`src/design/tdp_consts.svh`:
```
`ifndef TDP_CONSTS_SVH
`define TDP_CONSTS_SVH

`define TDP_FSEL_HI 13
`define TDP_FSEL_LO 11
`define TDP_PIN_EN_BIT 10
`define TDP_STORE_BIT 4
`define TDP_CODE_HI 11
`define TDP_CODE_LO 2
`define TDP_GAIN_HI 1
`define TDP_GAIN_LO 0
`define TDP_FUNC_TRIGGER 3'h1
`define TDP_FUNC_TWO_CODE 3'h2
`define TDP_FUNC_POWER 3'h4
`define TDP_RST_SETUP2 16'h0000
`define TDP_RST_COMMAND 16'h0000
`define TDP_RST_GENERAL 16'h0000
`define TDP_RST_CODE 16'h0000
`define TDP_STORE_CYCLES 8'h10

`endif

```
`src/design/tdp_pkg.sv`:
```
package tdp_pkg;
	typedef enum logic [1:0] {
		TDP_OUT_MAIN,
		TDP_OUT_UPPER,
		TDP_OUT_LOWER,
		TDP_OUT_OFF
	} tdp_sel_t;
	typedef enum logic [1:0] {
		TDP_GAIN_X1P5,
		TDP_GAIN_X2,
		TDP_GAIN_X3,
		TDP_GAIN_X4
	} tdp_gain_t;
endpackage

```
`src/design/tdp_pin_if.sv`:
```
`timescale 1ns/1ps
interface tdp_pin_if;
	logic pin_level;
	logic pin_rise;
	modport sync_side (output pin_level, output pin_rise);
	modport user_side (input pin_level, input pin_rise);
endinterface

```
`src/design/tdp_control.sv`:
```
// Contract
// - a function-select field picks what the input pin drives
// - two-code function: pin level picks upper or lower threshold code
// - two-code function starts on the lower code after start-up
// - power function: pin high powers up, low powers down, main code used
// - host writes one to store field, device saves settings
// - after reset, stored settings reload every applicable register
// - internal reference gain has four settings: 1.5, 2, 3, 4
// - function select sits at bits 13:11 of setup reg, 0b010 two-code
// - pin acted on only when command bit 10 is one
// - store strobe is command bit 4
// - threshold registers keep 10-bit code in bits 11:2
`timescale 1ns/1ps
`include "tdp_consts.svh"
module tdp_control #(
	parameter int CODE_W = 10
) (
	input wire logic clock,
	input wire logic resetn,
	input wire logic general_input_pin,
	input wire logic [15:0] wr_data,
	input wire logic wr_setup2,
	input wire logic wr_command,
	input wire logic wr_general,
	input wire logic wr_main,
	input wire logic wr_upper,
	input wire logic wr_lower,
	output logic [CODE_W-1:0] out_code,
	output tdp_pkg::tdp_sel_t out_select,
	output logic out_powered,
	output logic out_pulldown,
	output tdp_pkg::tdp_gain_t ref_gain,
	output logic trigger_pulse,
	output logic store_busy,
	output logic store_valid
);
	import tdp_pkg::*;

	typedef struct packed {
		logic [15:0] setup2;
		logic [15:0] general;
		logic [CODE_W-1:0] main_code;
		logic [CODE_W-1:0] upper_code;
		logic [CODE_W-1:0] lower_code;
		logic pin_enable;
	} tdp_set_t;

	tdp_pin_if pin();
	tdp_set_t live;
	tdp_set_t persistent_store;
	logic loading;
	logic [7:0] store_count;
	logic [2:0] func;
	logic store_go;
	logic two_code_on;
	logic power_on;
	logic trigger_on;
	// survives reset like the store itself; clear at start only because the store is blank
	logic programmed = 1'b0;
	typedef enum logic {TDP_STORE_IDLE, TDP_STORE_PROG} tdp_store_t;
	tdp_store_t store_state;

	function automatic logic [CODE_W-1:0] code_field(input logic [15:0] word);
		code_field = word[`TDP_CODE_HI:`TDP_CODE_LO];
	endfunction

	// a pin function acts only while the pin is enabled
	function automatic logic mode_on(input logic en, input logic [2:0] sel, input logic [2:0] want);
		mode_on = en && (sel == want);
	endfunction

	tdp_pin_sync u_sync (
		.clock(clock),
		.resetn(resetn),
		.general_input_pin(general_input_pin),
		.pin(pin)
	);

	assign func = live.setup2[`TDP_FSEL_HI:`TDP_FSEL_LO];

	// one strobe test shared by the store copy, the flag and the sequencer
	assign store_go = resetn && !loading && !store_busy
		&& wr_command && wr_data[`TDP_STORE_BIT];

	assign two_code_on = mode_on(live.pin_enable, func, `TDP_FUNC_TWO_CODE);
	assign power_on = mode_on(live.pin_enable, func, `TDP_FUNC_POWER);
	assign trigger_on = mode_on(live.pin_enable, func, `TDP_FUNC_TRIGGER);

	// live registers; a reset leaves them at defaults for one cycle, then reload
	always_ff @(posedge clock) begin
		if (!resetn) begin
			live.setup2 <= `TDP_RST_SETUP2;
			live.general <= `TDP_RST_GENERAL;
			live.main_code <= CODE_W'(`TDP_RST_CODE);
			live.upper_code <= CODE_W'(`TDP_RST_CODE);
			live.lower_code <= CODE_W'(`TDP_RST_CODE);
			live.pin_enable <= 1'b0;
		end else if (loading) begin
			if (store_valid)
				live <= persistent_store;
		end else begin
			if (wr_setup2)
				live.setup2 <= wr_data;
			if (wr_general)
				live.general <= wr_data;
			if (wr_main)
				live.main_code <= code_field(wr_data);
			if (wr_upper)
				live.upper_code <= code_field(wr_data);
			if (wr_lower)
				live.lower_code <= code_field(wr_data);
			if (wr_command)
				live.pin_enable <= wr_data[`TDP_PIN_EN_BIT];
		end
	end

	always_ff @(posedge clock) begin
		if (!resetn)
			loading <= 1'b1;
		else
			loading <= 1'b0;
	end

	// store array is not reset: it models contents that survive a power cycle
	always_ff @(posedge clock) begin
		if (store_go)
			persistent_store <= live;
	end

	// programmed flag must survive reset too, so only the store sets it
	always_ff @(posedge clock) begin
		if (store_go)
			programmed <= 1'b1;
	end

	// port copy of the flag; it already reads set in the cycle after the strobe
	always_ff @(posedge clock) begin
		store_valid <= programmed || store_go;
	end

	// busy time models the program cycle; a strobe meanwhile is dropped, not queued
	always_ff @(posedge clock) begin
		if (!resetn) begin
			store_state <= TDP_STORE_IDLE;
			store_count <= 8'h00;
			store_busy <= 1'b0;
		end else begin
			case (store_state)
				TDP_STORE_IDLE: begin
					if (store_go) begin
						store_state <= TDP_STORE_PROG;
						store_count <= `TDP_STORE_CYCLES;
						store_busy <= 1'b1;
					end
				end
				TDP_STORE_PROG: begin
					store_count <= store_count - 8'h01;
					if (store_count == 8'h01) begin
						store_state <= TDP_STORE_IDLE;
						store_busy <= 1'b0;
					end
				end
				default: begin
					store_state <= TDP_STORE_IDLE;
					store_busy <= 1'b0;
				end
			endcase
		end
	end

	always_ff @(posedge clock) begin
		if (!resetn) begin
			ref_gain <= TDP_GAIN_X1P5;
		end else begin
			ref_gain <= tdp_gain_t'(live.general[`TDP_GAIN_HI:`TDP_GAIN_LO]);
		end
	end

	// pin is low after start-up, so two-code starts low and power starts off
	always_ff @(posedge clock) begin
		if (!resetn) begin
			out_code <= '0;
		end else if (two_code_on) begin
			out_code <= pin.pin_level ? live.upper_code : live.lower_code;
		end else begin
			out_code <= live.main_code;
		end
	end

	// select tells the analog side which code is live, or that it is off
	always_ff @(posedge clock) begin
		if (!resetn) begin
			out_select <= TDP_OUT_MAIN;
		end else if (two_code_on) begin
			out_select <= pin.pin_level ? TDP_OUT_UPPER : TDP_OUT_LOWER;
		end else if (power_on) begin
			out_select <= pin.pin_level ? TDP_OUT_MAIN : TDP_OUT_OFF;
		end else begin
			out_select <= TDP_OUT_MAIN;
		end
	end

	// while the power function stays on, only the pin leaves power-down: the outside start pulse is needed
	always_ff @(posedge clock) begin
		if (!resetn) begin
			out_powered <= 1'b1;
			out_pulldown <= 1'b0;
		end else begin
			out_powered <= !power_on || pin.pin_level;
			out_pulldown <= power_on && !pin.pin_level;
		end
	end

	// edge taken from synchronised copies, so a slow pin gives one pulse only
	always_ff @(posedge clock) begin
		if (!resetn)
			trigger_pulse <= 1'b0;
		else
			trigger_pulse <= trigger_on && pin.pin_rise;
	end
endmodule

```
`src/design/tdp_pin_sync.sv`:
```
`timescale 1ns/1ps
module tdp_pin_sync (
	input wire logic clock,
	input wire logic resetn,
	input wire logic general_input_pin,
	tdp_pin_if.sync_side pin
);
	import tdp_pkg::*;
	logic stage1;
	logic stage2;
	logic stage3;

	// first stage feeds only the second
	always_ff @(posedge clock) begin
		if (!resetn) begin
			stage1 <= 1'b0;
			stage2 <= 1'b0;
			stage3 <= 1'b0;
		end else begin
			stage1 <= general_input_pin;
			stage2 <= stage1;
			stage3 <= stage2;
		end
	end

	assign pin.pin_level = stage2;
	assign pin.pin_rise = stage2 & ~stage3;
endmodule

```
`config.mk`:
```
export PLATFORM = sky130hd
export DESIGN_NAME = tdp_control
export DESIGN_NICKNAME = d
export VERILOG_FILES = /design/src/design/tdp_pkg.sv /design/src/design/tdp_pin_if.sv /design/src/design/tdp_control.sv /design/src/design/tdp_pin_sync.sv
export VERILOG_INCLUDE_DIRS = /design/src /design/src/design
export SDC_FILE = /design/constraint.sdc
export NUM_CORES = 1
export LEC_CHECK = 0
export BUFFER_PORTS_ARGS = -buffer_cell sky130_fd_sc_hd__buf_2
export CAP_MARGIN = 25
export CORE_MARGIN = 8
export CORE_UTILIZATION = 35
export DETAILED_ROUTE_END_ITERATION = 10
export SETUP_SLACK_MARGIN = 0.02
export SLEW_MARGIN = 20
export SYNTH_ARGS = -nofsm -noshare
export SYNTH_HDL_FRONTEND = slang
export SYNTH_HIERARCHICAL = 1
export SYNTH_SLANG_ARGS = --single-unit
```
`constraint.sdc`:
```
create_clock -name clock -period 7.89 [get_ports clock]
set_clock_uncertainty 0.05 [all_clocks]
set_input_delay 0.3945 -clock clock [delete_from_list [all_inputs] [get_ports clock]]
set_output_delay 0.3945 -clock clock [all_outputs]
set_load 0.005 [all_outputs]
```
# ---- After elaboration in Yosys (flattened, before gate mapping)
# Cells that the tools add are included.
dict set report classes {
  addsub 1
  n_mul 0
  div 0
  order_cmp 0
  n_eq_ne 6
  n_shift 0
  muxes 22
  bitwise_logic 3
  n_reduce_logical 21
}
# cell n
set ops {}
lappend ops {{63-bit two-way mux} 1}
lappend ops {{10-bit two-way mux} 5}
lappend ops {{16-bit two-way mux} 2}
lappend ops {{8-bit case mux with 2 select lines} 1}
lappend ops {{2-bit nonzero test} 6}
lappend ops {{1-bit logical AND} 9}
lappend ops {{8-bit by 1-bit == test with 1-bit output, second input constant} 1}
lappend ops {{2-bit two-way mux} 4}
lappend ops {{8-bit two-way mux} 1}
lappend ops {{8-bit by 1-bit subtractor with 8-bit output, second input constant} 1}
lappend ops {{1-bit two-way mux} 6}
lappend ops {{1-bit zero test} 4}
lappend ops {{1-bit case mux with 2 select lines} 2}
lappend ops {{3-bit by 1-bit == test with 1-bit output, second input constant} 1}
lappend ops {{3-bit by 2-bit == test with 1-bit output, second input constant} 1}
lappend ops {{3-bit == test, second input constant} 1}
lappend ops {{2-bit by 1-bit inequality test with 1-bit output, second input constant} 1}
lappend ops {{2-bit inequality test, second input constant} 1}
lappend ops {{1-bit NOT} 2}
lappend ops {{2-bit AND reduction} 1}
lappend ops {{1-bit AND} 1}
lappend ops {{1-bit logical OR} 1}
dict set report totals {
  reg_bits 157
  latch_bits 0
  mem_bits_rw 0
  mem_bits_ro 0
  output_inout_bits 19
  word_cells 78
  memories 0
}

# ---- Depth between registers and ports, before layout
# Gate-level depths: netlist of run 1.
dict set report logic_depth {
  word_depth 7
  mapped_depth 6
  ltp_nobuf 6
}

# ---- By module
# Netlist of run 1, hierarchy kept.
# module n_inst cells_each area_per_inst_um2 seq_area_each_um2
set by_module_without_submodules {}
lappend by_module_without_submodules {tdp_control 1 355 3821.2 2362.3}
lappend by_module_without_submodules {tdp_pin_sync 1 7 92.6 60.1}

# ---- Worst setup path after synthesis of run 1
# OpenSTA, ideal clock, no wires.
dict set report synth_timing {
  path_kind {register to register}
  from {register loading}
  to {register store_count[1]}
  arrival_time_ns 4.686
  t_required_ns 7.722
  slack_ns 3.036
  stages_incl_launch_ff 5
  n_path_buf 1
  cell_sequence {dfxtp_1 > clkbuf_1 > nor4_1 > o22ai_1 > and2_1}
}
dict set report synth_via {
  elab_chain_len 6
}
# element line
set synth_lines {}
lappend synth_lines {{from (decl)} tdp_control.sv:51} ;# logic loading;
lappend synth_lines {{from (signal assigned)} tdp_control.sv:119} ;# loading <= 1'b1;
lappend synth_lines {{from (signal assigned)} tdp_control.sv:121} ;# loading <= 1'b0;
lappend synth_lines {{1-bit zero test} tdp_control.sv:82} ;# assign store_go = resetn && !loading && !store_busy
lappend synth_lines {{1-bit logical AND (2 in series)} tdp_control.sv:82}
lappend synth_lines {{1-bit logical AND} tdp_control.sv:83} ;# && wr_command && wr_data[`TDP_STORE_BIT];
lappend synth_lines {{1-bit logical AND} tdp_control.sv:82}
lappend synth_lines {{net store_go} tdp_control.sv:54} ;# logic store_go;
lappend synth_lines {{2-bit inequality test (no source line)} -}
lappend synth_lines {{to (signal assigned)} tdp_control.sv:152} ;# store_count <= `TDP_STORE_CYCLES;
lappend synth_lines {{to (signal assigned)} tdp_control.sv:157} ;# store_count <= store_count - 8'h01;
lappend synth_lines {{to (decl)} tdp_control.sv:52} ;# logic [7:0] store_count;
# The timed path passes the listed nets, and every way through them passes these cells.
# A chain may end at the register's enable or synchronous reset.

# ---- Final worst setup path of run 1
# Ends and elaborated chain as after synthesis.

==> run summary, run 1 <==
vias per cell: 4.87
required time worst endpoint: 8.09 ns
Detail Route Antenna Nets: 0
Placer Congestion: 0.720
initial core utilization: 35.9%
Crit. Startpoint: loading$_DFF_P_
Final Max Tran Viols: 0
Tmin final: 2.19 ns
Mean Syn Cell Area: 10.8 um2
row cnt: 38
Worst VDD drop: 0.0810 mV
Ports: 44
grt ovf: 0
1st-iter DRT viols: 198
worst hold slack: 0.198 ns
clock sink total: 103
Async S/R FF share, synth: 0%
first-pass GRT wire length: 13200 um
Area Growth Syn to Fin: 13.6%
CTS root buf: clkbuf_8
Layout Cells excl Fill: 541
most used cell, CP: buf_4
layout cell share with drive strength beyond 1: 15.8%
residual DRC count: 0
Hold Crit Start: general_input_pin
Avg WL per Cell: 14.7 um
worst-path maximum fanout: 41
die footprint: 0.0148 mm2
largest net degree at the start of global routing: 55
register bit total from synthesis: 103
Synth Instances: 362
Post-synth EDFFs: 36
status: completed
Chip Width: 122 um
Top delay family on crit path: buffers and inverters
TritonCTS buffer count: 9
worst r2r src: loading$_DFF_P_
Commonest cells post-synth: 89 x nor2_1, 67 x dfxtp_1, 46 x mux2i_1
register area share after synthesis: 61.9%
worst endpoint data arrival time: 2.39 ns
CP max stage delay: 0.56 ns
clock latency on the worst-skew pair: 0.35 ns
endpoint type of the worst setup path: flop
H-tree Lvls: 3
synth top area cells: dfxtp_1 34%, edfxtp_1 28%, mux2i_1 12%
final WL: 7940 um
post-synth top area cell: dfxtp_1
max-cap violations: 0
Die Y: 122 um
postcts setup bufs: 0
hpwl dp: 5020 um
Crit path buffers/inverters: 2
CTS tree: done
RSZ-0062 raised after global routing: false
nets: 422
Hold Buf Count CTS: 0
Setup-failing EPs final: 0
Critical Path Slowest Stage Cell: dfxtp_2
startpoint types: flop
worst slew pin tran: 0.976 ns
initial antenna violation count: 1
post-route setup TNS: 0 ns
Warnings, synthesis: 6
Post-CTS Resized: 0
pwr/cell area: 220 mW/mm2
most numerous cell in the Yosys netlist: nor2_1
Tcrit/Tclk final: 27.7%
Netlist Area Pre-Place: 0.00391 mm2
Inst Count DP: 524
Most used DFF post-synth: dfxtp_1
core area: 0.0109 mm2
syn nets: 389
Place WS: 5.41 ns
path type of the worst setup path: flop to flop
Static Leak: 1.73 nW
fmax: 0.457 GHz
PortBufs: 40
Synth top area share: 34.3%
crit-path cells: buf_4 -> nor4_2 -> buf_4 -> o22ai_1 -> and2_1
vias in the first global route: 2646
clk buf depth: 2
gr usage total: 11.2%
worst rel slew slack: 34.9%
HP Class: primary input to flop
post-synthesis cell type count: 32
Util after Layout: 40.8%
final hold violation count: 0
via count: 2636
DRT Pass-1 Iters: 4
Final WS setup: 5.70 ns
CTS clk-pin slew, worst paths: 0.09 ns
## through the flow
step	power, W	area (um2)
6_report	0.000978	4440
4_1_cts	0.000992	4440
3_5_place_dp	0.000671	4250
2_1_floorplan	0.000644	3910
3_3_place_gp	0.000668	4250
5_1_grt	0.00102	4440
## cells in the final DEF, fill, tap and decap left out, drive strengths merged, types with 6 or more instances in the layout
master   n
nor2    89
nand2    7
edfxtp  36
dfxtp   67
and2     6
a21oi   41
clkbuf  11
inv      7
buf     43
mux2i   46
a211oi  10
## layout make-up
class	count	area (um2)
Fill cell	1101	6440
Sequential cell	103	2420
Multi-Input combinational cell	232	1410
Timing Repair Buffer	43	223
Tap cell	140	175
Clock buffer	11	131
Clock inverter	5	58.8
Inverter	6	22.5
Antenna cell	1	2.50
## cells by family (layout without fill, tap and decap cells)
family | after synthesis | in the layout | synth area share [%]
and+or+nand+nor | 123 | 123 | 14.2
DFF | 103 | 103 | 61.9
AOI/OAI and AO/OA | 60 | 60 | 8.73
muxes | 46 | 46 | 11.8
buffers and inverters | 27 | 65 | 2.69
adders and majority gates | 2 | 2 | 0.639
other | 1 | 2 | 0.0958
## flip-flops by register name, summed over array words and instances (netlist names), 2 cells and up
name and count:
persistent_store 36, ref_gain 2, func 3, live 33, out_select 2, store_count 8, out_code 10
## routing by layer
layer | wire length, um | track usage (%) | share of wire (%)
met5 | 0 | 0 | 0
met1 | 3760 | 14.1 | 47
met2 | 3750 | 17.6 | 47
met4 | 106 | 6.01 | 1.3
met3 | 332 | 2.45 | 4.2
## worst paths after layout
path,to,slack [ns],cells after the start
worst min-delay path,u_sync/stage1$_SDFF_PN0_,0.20,2
worst min register to register,u_sync/pin.pin_level$_SDFF_PN0_,0.39,1
worst max-delay path,store_count[1]$_SDFFE_PN0P_,5.70,5
worst max register to register,store_count[1]$_SDFFE_PN0P_,5.70,5
## power breakdown
group	internal (W)	total, W	switching, W
sequential	0.000569	0.000586	0.0000170
combinational	0.0000317	0.0000716	0.0000399
clock	0.000148	0.000321	0.000173
No activity file was read; power rests on OpenSTA's default activity.
==> run 2, diff against run 1 <==
clock period = 2.05 ns   (was 7.89 ns; I/O delays follow)
==> run summary, run 2 (same netlist as run 1, synthesis figures left out) <==
Tmin final: 1.88 ns (-0.312 ns)
final hold violation count: 0 (unchanged)
worst rel slew slack: 60.9% (+26 points)
Ports: 44 (unchanged)
Sw Share: 24.3% (+0.83 points)
Worst VDD drop: 0.292 mV (+260%)
layout cell share with drive strength beyond 1: 16.6% (+0.88 points)
initial antenna violation count: 0 (-1)
antenna cell count: 0 (-1)
clock latency on the worst-skew pair: 0.36 ns (about the same)
Chip Width: 122 um (unchanged)
post-route setup TNS: 0 ns (unchanged)
clk buf depth: 2 (unchanged)
DRT Pass-1 Iters: 4 (unchanged)
worst slew pin tran: 0.586 ns (-0.389 ns)
met3 Use GR: 2.78% (+0.32 points)
Setup-failing EPs final: 0 (unchanged)
met1 global-route usage: 13.7% (-0.40 points)
Place WS: 0.155 ns (-5.26 ns)
fmax: 0.533 GHz (+17%)
grt peak-use layer: met2
worst-path maximum fanout: 5 (-88%)
path type of the worst setup path: flop to flop
nets: 425 (+0.71%)
HP Class: primary input to flop
endpoint type of the worst setup path: flop
postcts setup bufs: 0 (unchanged)
clock sink total: 103 (unchanged)
CTS root buf: clkbuf_8
pwr/cell area: 814 mW/mm2 (+270%)
die footprint: 0.0148 mm2 (unchanged)
Avg WL per Cell: 14.2 um (-3.4%)
largest net degree at the start of global routing: 73 (+33%)
gr usage total: 11.0% (-0.19 points)
core area: 0.0109 mm2 (unchanged)
CTS tree: done
initial core utilization: 35.9% (unchanged)
worst endpoint data arrival time: 2.12 ns (-0.27 ns)
max reg flops: 36 (unchanged)
Layout Cells excl Fill: 543 (+0.37%)
Comb power frac: 8.2% (+0.9 points)
Area Growth Syn to Fin: 14.4%
vias in the first global route: 2595 (-1.9%)
grt ovf: 0 (unchanged)
TritonCTS buffer count: 9 (unchanged)
Static Leak: 1.75 nW (+1.0%)
vias per cell: 4.85 (-0.48%)
required time worst endpoint: 2.29 ns (-5.80 ns)
max-cap violations: 0 (unchanged)
fin area: 0.00448 mm2 (+0.70%)
via count: 2633 (-0.11%)
most common cell after layout, fill and taps aside: nor2_1
Top reg by flops: persistent_store
row cnt: 38 (unchanged)
1st-iter DRT viols: 107 (-46%)
sequential share of power: 61.5% (+1.6 points)
CTS clk-pin slew, worst paths: 0.09 ns (about the same)
Inst Count DP: 526 (+0.38%)
residual DRC count: 0 (unchanged)
dpl cell area: 0.00430 mm2 (+1.2%)
PortBufs: 40 (unchanged)
Detail Route Antenna Nets: 0 (unchanged)
Int Pwr: 0.00276 W (+270%)
hpwl dp: 4810 um (-4.3%)
Die Y: 122 um (unchanged)
share of total power in the clock network: 30.3% (-2.5 points)
startpoint types: flop
Final Max Tran Viols: 0 (unchanged)
Tcrit/Tclk final: 91.5% (+64 points)
net switching power figure: 0.000886 W (+290%)
biggest regs: persistent_store: 36 flops, live: 33 flops, out_code: 10 flops
GRT met2 Usage: 17.4% (-0.20 points)
status: completed
commonest cells after routing, fill and taps aside: 89 x nor2_1, 64 x dfxtp_1, 46 x mux2i_1
final WL: 7700 um (-3.1%)
Placer Congestion: 0.709 (-1.5%)
first-pass GRT wire length: 12900 um (-2.1%)
H-tree Lvls: 3 (unchanged)
RSZ-0062 raised after global routing: false
Final WS setup: 0.174 ns (-5.53 ns)
[run 2: cell count changes in the layout (fill, tap and decap cells not counted), sizes merged]
| cell | change |
|---|---|
| clkinv | +3 |
| clkbuf | -1 |
| bufinv | -1 |
| buf | +2 |
| clkinvlp | -1 |
| diode | -1 |
| dlygate4sd3 | +1 |
[run 2: worst max-delay path, cell delays in order (launching register included)]
cell     delay, ns
dfxtp_1       0.35
or3b_1        0.40
or4_1         0.45
or4_1         0.42
a21oi_1       0.14
[run 2: cell type report]
cell class	count	area, um2
tap	140	175
inverter	6	22.5
timing repair buffer	46	273
sequential	103	2430
clock buffer	10	128
fill	1062	6410
multi-input combinational	232	1420
clock inverter	6	35.0
[run 2: worst paths after layout]
path	cells past startpoint	from	to	slack [ns]
setup / recovery	4	store_count[2]$_SDFFE_PN0P_	store_count[7]$_SDFFE_PN0P_	0.17
hold / removal	5	wr_data[1]	live[32]$_SDFFE_PN0P_	0.05
setup reg to reg	4	store_count[2]$_SDFFE_PN0P_	store_count[7]$_SDFFE_PN0P_	0.17
hold reg to reg	1	u_sync/stage1$_SDFF_PN0_	u_sync/pin.pin_level$_SDFF_PN0_	0.39
[run 2: routing by layer]
metal | part of all wire [%] | wire length [um]
met1 | 48 | 3680
met2 | 46 | 3530
met3 | 4.4 | 335
met4 | 2.0 | 153
met5 | 0 | 0
[run 2: repair_timing]
action | in CTS | in global routing
hold endpoints to repair | 1 | 0
endpoints found under the setup margin | 0 | 1
hold buffers | 1 | 0
resized for setup | 0 | 1
[run 2: through the flow]
stage | hold WS [ns] | total power [W] | utilization, %
after global routing | 0.0474 | 0.00383 | 41.1
after global placement | 0.259 | 0.00258 | 39.5
after floorplan | 0.174 | 0.00248 | -
after detailed placement | 0.265 | 0.00259 | 39.5
final | 0.0508 | 0.00364 | 41.1
after CTS | 0.0382 | 0.00370 | 41.1
[run 2: power by group through the flow]
stage / clock, W / combinational, W / sequential, W
6_report: 0.00110 / 0.000299 / 0.00224
3_5_place_dp: 0 / 0.000302 / 0.00229
2_1_floorplan: 0 / 0.000209 / 0.00227
4_1_cts: 0.00115 / 0.000306 / 0.00224
5_1_grt: 0.00124 / 0.000338 / 0.00225
3_3_place_gp: 0 / 0.000295 / 0.00228
